**config.mk**
```make
export PLATFORM = sky130hd
export DESIGN_NAME = acrc_ctrl
export DESIGN_NICKNAME = d
export VERILOG_FILES = /design/src/shared/acrc_pkg.sv /design/src/acrc_ctrl.sv
export SDC_FILE = /design/constraint.sdc
export NUM_CORES = 1
export LEC_CHECK = 0
export BUFFER_PORTS_ARGS = -buffer_cell sky130_fd_sc_hd__buf_2
export CAP_MARGIN = 20
export CORE_MARGIN = 4
export CORE_UTILIZATION = 38
export CTS_CLUSTER_SIZE = 10
export DETAILED_ROUTE_END_ITERATION = 7
export PLACE_DENSITY = 0.58
export SYNTH_ARGS = -nofsm -noshare
export SYNTH_HDL_FRONTEND = slang
export SYNTH_SLANG_ARGS = --single-unit
```
**constraint.sdc**
```tcl
create_clock -name MCLK -period 6 [get_ports MCLK]
set_input_delay 1.2 -clock MCLK [delete_from_list [all_inputs] [get_ports MCLK]]
set_output_delay 1.2 -clock MCLK [all_outputs]
set_load 0.005 [all_outputs]
```
**src/shared/acrc_pkg.sv**
```systemverilog
// What this block does
// The conversion clock comes from the divided system clock or from the RC oscillator.
// The divided clock is the system clock over 2*(n+1), n being the 6-bit divide field.
// One full 10-bit conversion lasts 11.5 bit conversion periods.
// Control runs on the selected conversion clock, so RC mode may delay control updates.
// Outside RC mode the conversion clock follows any change of the system clock.
// Negative reference bit 4 picks the external reference pin at 1, analog ground at 0.
// Positive reference bits 1-0 pick: 11 reference buffer, 10 pin, 00 supply, 01 reserved.
// Unimplemented bits of the divider and reference registers read as zero, ignore writes.
// Exactly one input, the one the channel register names, reaches the sample-and-hold.
// Software waits a settling delay after a channel change before the next conversion.
// Software should pass through a ground channel when moving to a lower-voltage one.
// Clock and reference settings change only between conversions.
package acrc_pkg;
  localparam int ADDR_W = 5;
  localparam int DATA_W = 32;
  localparam int DIV_W = 6;
  localparam int CHAN_W = 6;
  localparam int RES_W = 10;
  localparam int PREF_W = 2;
  localparam int CNT_W = 5;
  localparam int BIT_W = 4;
  localparam logic [ADDR_W-1:0] OFS_CLK = 5'h00;
  localparam logic [ADDR_W-1:0] OFS_REF = 5'h04;
  localparam logic [ADDR_W-1:0] OFS_CTRL = 5'h08;
  localparam logic [ADDR_W-1:0] OFS_CHAN = 5'h0c;
  localparam logic [ADDR_W-1:0] OFS_STAT = 5'h10;
  localparam int NREF_BIT = 4;
  localparam int CTRL_SRC_BIT = 0;
  localparam int CTRL_GO_BIT = 1;
  localparam int STAT_BUSY_BIT = 0;
  localparam int STAT_DONE_BIT = 1;
  localparam int STAT_RES_LSB = 16;
  localparam logic [DIV_W-1:0] DIV_RESET = 6'h00;
  localparam logic [CHAN_W-1:0] CHAN_RESET = 6'h00;
  localparam logic [PREF_W-1:0] PREF_RESET = 2'h0;
  localparam logic [RES_W-1:0] RES_RESET = 10'h000;
  localparam logic [RES_W-1:0] SAR_FIRST = 10'h200;
  localparam logic [BIT_W-1:0] SAR_MSB = 4'h9;
  // Counted in half bit periods: 11.5 periods is 23 halves, sampling takes 3.
  localparam logic [CNT_W-1:0] HALF_CONV = 5'd23;
  localparam logic [CNT_W-1:0] HALF_SAMPLE = 5'd3;

  typedef struct packed {
    logic src;
    logic [DIV_W-1:0] div;
    logic nref;
    logic [PREF_W-1:0] pref;
  } acrc_cfg_t;

  typedef enum logic [1:0] {PH_IDLE, PH_SAMPLE, PH_CONVERT} acrc_phase_t;
endpackage

```
**src/acrc_ctrl.sv**
```systemverilog
`timescale 1ns/1ps
module acrc_ctrl #(
  parameter int RC_HALF_CYCLES = 25
) (
  input wire logic MCLK,
  input wire logic RESET,
  input wire logic [acrc_pkg::ADDR_W-1:0] AVS_ADDRESS,
  input wire logic AVS_READ,
  input wire logic AVS_WRITE,
  input wire logic [acrc_pkg::DATA_W-1:0] AVS_WRITEDATA,
  input wire logic [3:0] AVS_BYTEENABLE,
  output logic [acrc_pkg::DATA_W-1:0] AVS_READDATA,
  output logic AVS_WAITREQUEST,
  input wire logic CMP_IN,
  output logic [acrc_pkg::RES_W-1:0] SAR_TRIAL,
  output logic SAMPLE_HOLD,
  output logic [acrc_pkg::PREF_W-1:0] POS_REF_SEL,
  output logic NEG_REF_SEL,
  output logic [acrc_pkg::CHAN_W-1:0] CHANNEL_SEL,
  output logic CONV_CLK_SRC,
  output logic CONV_BUSY
);
  import acrc_pkg::*;

  // Register group state.
  logic [DIV_W-1:0] clk_div;
  logic nref_reg;
  logic [PREF_W-1:0] pref_reg;
  logic src_reg;
  logic go;
  logic done;
  logic [CHAN_W-1:0] chan;
  logic wait_q;
  logic [DATA_W-1:0] rdata;
  logic [DIV_W-1:0] next_clk_div;
  logic next_nref_reg;
  logic [PREF_W-1:0] next_pref_reg;
  logic next_src_reg;
  logic next_go;
  logic next_done;
  logic [CHAN_W-1:0] next_chan;
  logic next_wait_q;
  logic [DATA_W-1:0] next_rdata;

  // Tick group state.
  logic [DIV_W-1:0] div_cnt;
  logic [7:0] rc_cnt;
  logic [DIV_W-1:0] next_div_cnt;
  logic [7:0] next_rc_cnt;

  // Conversion group state.
  acrc_cfg_t cfg;
  acrc_cfg_t next_cfg;
  acrc_phase_t phase;
  acrc_phase_t next_phase;
  logic [CNT_W-1:0] cnt;
  logic [CNT_W-1:0] next_cnt;
  logic [BIT_W-1:0] bitpos;
  logic [BIT_W-1:0] next_bitpos;
  logic [RES_W-1:0] trial;
  logic [RES_W-1:0] next_trial;
  logic [RES_W-1:0] result;
  logic [RES_W-1:0] next_result;

  logic req;
  logic acc_wr;
  logic div_tick;
  logic rc_tick;
  logic half_tick;
  logic start;
  logic finish;
  logic [RES_W-1:0] decided;

  localparam logic [7:0] RC_LAST = 8'(RC_HALF_CYCLES - 1);

  ////////////////////////////////////////////////////////////////////////////////
  // Avalon-MM slave: every access waits one cycle, then completes.

  assign req = AVS_READ | AVS_WRITE;
  assign acc_wr = AVS_WRITE & ~wait_q & AVS_BYTEENABLE[0];

  always_comb begin
    next_wait_q = ~(req & wait_q);
    next_rdata = rdata;
    next_clk_div = clk_div;
    next_nref_reg = nref_reg;
    next_pref_reg = pref_reg;
    next_src_reg = src_reg;
    next_chan = chan;
    next_done = done;
    next_go = go & ~start;
    if (AVS_READ && wait_q) begin
      next_rdata = '0;
      unique case (AVS_ADDRESS)
        OFS_CLK: next_rdata[DIV_W-1:0] = clk_div;
        OFS_REF: begin
          next_rdata[NREF_BIT] = nref_reg;
          next_rdata[PREF_W-1:0] = pref_reg;
        end
        OFS_CTRL: begin
          next_rdata[CTRL_SRC_BIT] = src_reg;
          next_rdata[CTRL_GO_BIT] = go | CONV_BUSY;
        end
        OFS_CHAN: next_rdata[CHAN_W-1:0] = chan;
        OFS_STAT: begin
          next_rdata[STAT_BUSY_BIT] = CONV_BUSY;
          next_rdata[STAT_DONE_BIT] = done;
          next_rdata[STAT_RES_LSB +: RES_W] = result;
        end
        default: next_rdata = '0;
      endcase
    end
    if (acc_wr) begin
      unique case (AVS_ADDRESS)
        OFS_CLK: next_clk_div = AVS_WRITEDATA[DIV_W-1:0];
        OFS_REF: begin
          next_nref_reg = AVS_WRITEDATA[NREF_BIT];
          next_pref_reg = AVS_WRITEDATA[PREF_W-1:0];
        end
        OFS_CTRL: begin
          next_src_reg = AVS_WRITEDATA[CTRL_SRC_BIT];
          next_go = next_go | AVS_WRITEDATA[CTRL_GO_BIT];
        end
        OFS_CHAN: next_chan = AVS_WRITEDATA[CHAN_W-1:0];
        OFS_STAT: next_done = done & ~AVS_WRITEDATA[STAT_DONE_BIT];
        default: next_done = done;
      endcase
    end
    // A finishing conversion wins over a clear in the same cycle.
    if (finish) begin
      next_done = 1'b1;
    end
  end

  always_ff @(posedge MCLK or posedge RESET) begin
    if (RESET) begin
      wait_q <= 1'b1;
      rdata <= '0;
      clk_div <= DIV_RESET;
      nref_reg <= 1'b0;
      pref_reg <= PREF_RESET;
      src_reg <= 1'b0;
      chan <= CHAN_RESET;
      done <= 1'b0;
      go <= 1'b0;
    end else begin
      wait_q <= next_wait_q;
      rdata <= next_rdata;
      clk_div <= next_clk_div;
      nref_reg <= next_nref_reg;
      pref_reg <= next_pref_reg;
      src_reg <= next_src_reg;
      chan <= next_chan;
      done <= next_done;
      go <= next_go;
    end
  end

  assign AVS_WAITREQUEST = wait_q;
  assign AVS_READDATA = rdata;
  assign CHANNEL_SEL = chan;

  ////////////////////////////////////////////////////////////////////////////////
  // Conversion clock as half-period enables; the divider counts system clocks
  // directly, so its rate follows the system clock.

  assign div_tick = (div_cnt == cfg.div);
  assign rc_tick = (rc_cnt == RC_LAST);
  assign half_tick = cfg.src ? rc_tick : div_tick;

  always_comb begin
    next_div_cnt = div_tick ? '0 : div_cnt + 1'b1;
    next_rc_cnt = rc_tick ? '0 : rc_cnt + 1'b1;
  end

  always_ff @(posedge MCLK or posedge RESET) begin
    if (RESET) begin
      div_cnt <= '0;
      rc_cnt <= '0;
    end else begin
      div_cnt <= next_div_cnt;
      rc_cnt <= next_rc_cnt;
    end
  end

  ////////////////////////////////////////////////////////////////////////////////
  // Successive approximation sequencer, advanced only on conversion clock ticks.

  assign start = half_tick && (phase == PH_IDLE) && go;
  assign finish = half_tick && (phase == PH_CONVERT) && (cnt + 1'b1 == HALF_CONV);

  always_comb begin
    decided = trial;
    decided[bitpos] = CMP_IN;
  end

  always_comb begin
    next_cfg = cfg;
    next_phase = phase;
    next_cnt = cnt;
    next_bitpos = bitpos;
    next_trial = trial;
    next_result = result;
    if (half_tick) begin
      unique case (phase)
        PH_IDLE: begin
          // Settings are taken on a tick of the running clock, never mid-conversion.
          next_cfg = '{src: src_reg, div: clk_div, nref: nref_reg,
                       pref: pref_reg};
          if (go) begin
            next_phase = PH_SAMPLE;
            next_cnt = '0;
          end
        end
        PH_SAMPLE: begin
          next_cnt = cnt + 1'b1;
          if (cnt + 1'b1 == HALF_SAMPLE) begin
            next_phase = PH_CONVERT;
            next_trial = SAR_FIRST;
            next_bitpos = SAR_MSB;
          end
        end
        PH_CONVERT: begin
          next_cnt = cnt + 1'b1;
          if (!cnt[0]) begin
            next_trial = decided;
            if (bitpos != '0) begin
              next_trial[bitpos - 1'b1] = 1'b1;
              next_bitpos = bitpos - 1'b1;
            end
          end
          if (finish) begin
            next_phase = PH_IDLE;
            next_result = decided;
          end
        end
      endcase
    end
  end

  always_ff @(posedge MCLK or posedge RESET) begin
    if (RESET) begin
      cfg <= '0;
      phase <= PH_IDLE;
      cnt <= '0;
      bitpos <= '0;
      trial <= RES_RESET;
      result <= RES_RESET;
      SAMPLE_HOLD <= 1'b0;
      CONV_BUSY <= 1'b0;
    end else begin
      cfg <= next_cfg;
      phase <= next_phase;
      cnt <= next_cnt;
      bitpos <= next_bitpos;
      trial <= next_trial;
      result <= next_result;
      SAMPLE_HOLD <= (next_phase == PH_SAMPLE);
      CONV_BUSY <= (next_phase != PH_IDLE);
    end
  end

  assign SAR_TRIAL = trial;
  assign POS_REF_SEL = cfg.pref;
  assign NEG_REF_SEL = cfg.nref;
  assign CONV_CLK_SRC = cfg.src;

  logic [CNT_W-1:0] len;
  logic [7:0] gap;
  // Spacing checks skip the first tick after a source change, whose phase is arbitrary.
  logic prev_div;
  always_ff @(posedge MCLK or posedge RESET) begin
    if (RESET) begin
      len <= '0;
      gap <= '0;
      prev_div <= 1'b0;
    end else begin
      len <= start ? 5'd1 : (half_tick && CONV_BUSY ? len + 1'b1 : len);
      gap <= half_tick ? 8'd1 : gap + 1'b1;
      prev_div <= half_tick ? !cfg.src : prev_div;
    end
  end
endmodule

```
==> impl_metrics.py <==
metrics = {
    "placement": {
        "dp_slack_ns": 3.137,
        "io_buffer_count": 55,
        "routabilityCongestion": 0.8282,
        "place_hpwl_mm": 6.830,
    },
    "clock_network": {
        "cts_made_buffers": 9,
        "cts_tree": "done",
        "clkSinkCount": 92,
        "holdBufCountCts": 0,
        "cts.clk_slew.worst_paths_ns": 0.06,
        "cts-root-buf": "clkbuf_16",
        "cts_max_path_buffers": 2,
        "h-tree-depth": 3,
        "cts_setup_buffers": 0,
        "clk_latency_ns": 0.34,
        "cts_resized": 0,
    },
    "setup_path": {
        "cp_data_arrival_time_ns": 2.91,
        "cp_slowest_cell": "nor3b_4",
        "end_kind": "register",
        "path_class": "reg2reg",
        "path_cells": "inv_1 > ha_1 > or4b_4 > nor3_4 > a2bb2o_4 > nor3b_4 > mux2_2",
        "cp-start-kind": "register",
        "cp_max_fo": 15,
        "required_ns": 6.23,
        "slowest_delay_ns": 0.60,
    },
    "timing": {
        "hold_viol": 0,
        "finalWorstPathRequiredPeriod_ns": 2.682,
        "final.period_utilization_pct": 44.70,
        "slew_headroom_pct": 47.02,
        "finClkSkew_ns": 0.005390,
        "fin_ws_ns": 3.318,
        "tightest_slew_ns": 0.7927,
        "rsz0062_at_grt": "false",
        "max_clock_freq_mhz": 372.8,
        "slew_viol_final": 0,
        "tns_ns": 0,
        "finalSetupViolCount": 0,
    },
    "floorplan": {
        "core_um2": 11960,
        "boundaryPins": 101,
        "fp.dieH_um": 118.3,
        "design.die.area_um2": 14000,
        "chipWidth_um": 118.3,
        "row_count": 40,
        "floorplan.initialDensity_pct": 38.66,
    },
    "logic_synthesis": {
        "synth_adder_area_share_pct": 3.247,
        "synth-seq-cells": 92,
        "synth_top_family_by_area": "simple AND/OR/NAND/NOR gates",
        "synth_compound_area_share_pct": 12.36,
        "synth-main-ff-cell": "dfrtp_1",
        "ys_warn_count": 0,
        "synth_top_area_share_pct": 49.24,
        "synthDistinctLibCells": 58,
        "seq_area_frac_synth_pct": 49.81,
        "synth_xor_area_share_pct": 3.220,
        "synth_mux_area_share_pct": 11.44,
        "synth_top_cell_by_area": "dfrtp_1",
        "syn_inst": 435,
        "synth_simple_gate_area_share_pct": 14.10,
        "synthesis.area_um2": 4624,
        "synth-edff-count": 0,
        "synth.area.top_cells": "dfrtp_1 (49%), mux2_2 (9.5%), nand2_1 (4.5%), ha_1 (3.2%), buf_4 (3.1%)",
        "avgSynthCellArea_um2": 10.63,
        "ys_async_sr_fraction_pct": 100.0,
    },
    "global_routing": {
        "grt_max_degree": 63,
        "grt.total_usage_pct": 13.91,
        "grt_pass1_vias": 3283,
        "grt_antenna_before_repair": 0,
        "grt_first_pass_wirelength_mm": 15.93,
        "grt_overflow": 0,
    },
    "detailed_routing": {
        "wl_per_cell_um": 14.66,
        "wl_mm": 9.310,
        "ant_nets": 0,
        "via_count": 3278,
        "viasPerCell": 5.162,
        "drt_pass1_iterations": 6,
        "drc": 0,
        "drtIter0Drc": 133,
    },
    "pwr": {
        "power.density_nw_per_um2": 364.8,
        "power.leakage_nw": 2.586,
        "ir_worst_vdd_mv": 0.2463,
    },
    "layout": {
        "diodes": 0,
        "drive_gt1_share_pct": 25.41,
        "final_nets": 541,
        "final_core_util_pct": 43.94,
        "final_cell_mix": "dfrtp_1 (91), nand2_1 (56), buf_2 (55)",
        "largest_reg_flops": 16,
        "area_delta_synth_final_pct": 13.66,
        "final_common_cell": "dfrtp_1",
    },
    "run": {
        "maxCapViolations": 0,
    },
    "worst_hold_path": {
        "min_path_type": "reg2reg",
    },
    "outcome": {
        "status": "complete, no violations",
    },
}
## where the power goes
part | switching, mW | total [mW] | internal (mW)
Clock | 0.239 | 0.602 | 0.363
Sequential | 0.0817 | 0.788 | 0.706
Combinational | 0.278 | 0.527 | 0.249
Total | 0.598 | 1.92 | 1.32
## critical path, delay by kind of cell, from the launching register on
family | cells | cell delay, ns
adders and majority gates | 1 | 0.13
DFF | 1 | 0.40
and+or+nand+nor | 3 | 1.33
muxes | 1 | 0.41
buffers and inverters | 1 | 0.07
AOI/OAI and AO/OA | 1 | 0.22
## layout make-up
cell class	count	area, um^2
inverter	15	57.56
multi-input combinational	309	2112
tap	147	183.9
clock inverter	7	91.34
fill	1171	6705
sequential	92	2303
timing repair buffer	56	282.8
clock buffer	9	225.2
## synthesized netlist by cell type, types with 3 or more instances
cell type  count
nor3_1         4
a21o_1         3
a22oi_1        6
o22ai_1        4
o31ai_1        3
nor2_1        26
inv_1         15
buf_4         19
a31oi_1        3
nand3_1       15
and3_1         4
ha_1          12
xnor2_1        8
mux2_2        39
nand2_1       56
and2_1         3
clkbuf_1      12
mux2i_1        3
xor2_1         9
o2bb2ai_1     10
dfrtp_1       91
nand2b_1       3
a21oi_1       19
o21ai_0       25
## routing by layer
metal / vias up / global-route usage (%) / share of wire (%)
met5: - / 0 / 0
met4: 0 / 4.176 / 1.3
met3: 10 / 4.115 / 4.4
met2: 59 / 22.87 / 48
met1: 1622 / 17.75 / 46
li1: 1587 / - / -
## logic make-up (layout without fill, tap and decap cells)
logic type	Yosys count	after routing
multiplexers	45	45
adder cells (fa/ha/maj)	12	12
other	1	16
buffers and inverters	49	87
XOR/XNOR	17	17
AND/OR/NAND/NOR	132	132
AO/OA/AOI/OAI	87	87
flip-flops	92	92
## path summary, 6_finish.rpt
check	startpoint	end	slack [ns]	cells past startpoint
worst max register to register	rc_cnt[0]$_DFF_PP0_	result[4]$_DFFE_PP0P_	3.32	7
min in group asynchronous	RESET	div_cnt[5]$_DFF_PP0_	0.88	2
max in group asynchronous	RESET	cfg[6]$_DFFE_PP0P_	3.96	3
worst min-delay path	rc_cnt[7]$_DFF_PP0_	rc_cnt[7]$_DFF_PP0_	0.47	1
worst min register to register	rc_cnt[7]$_DFF_PP0_	rc_cnt[7]$_DFF_PP0_	0.47	1
worst max-delay path	rc_cnt[0]$_DFF_PP0_	result[4]$_DFFE_PP0P_	3.32	7
## through the flow
stage | area, um^2 | hold slack, ns | cells | power (mW)
final | 5256 | 0.4701 | 635 | 1.917
after global routing | 5256 | 0.4959 | 635 | 2.038
after CTS | 5256 | 0.4774 | 635 | 1.941
after detailed placement | 4940 | 0.4662 | 619 | 1.328
after global placement | 4940 | 0.4599 | 619 | 1.316
after floorplan | 4681 | 0.4437 | 450 | 1.207
Power figures use the tool's default switching activity.
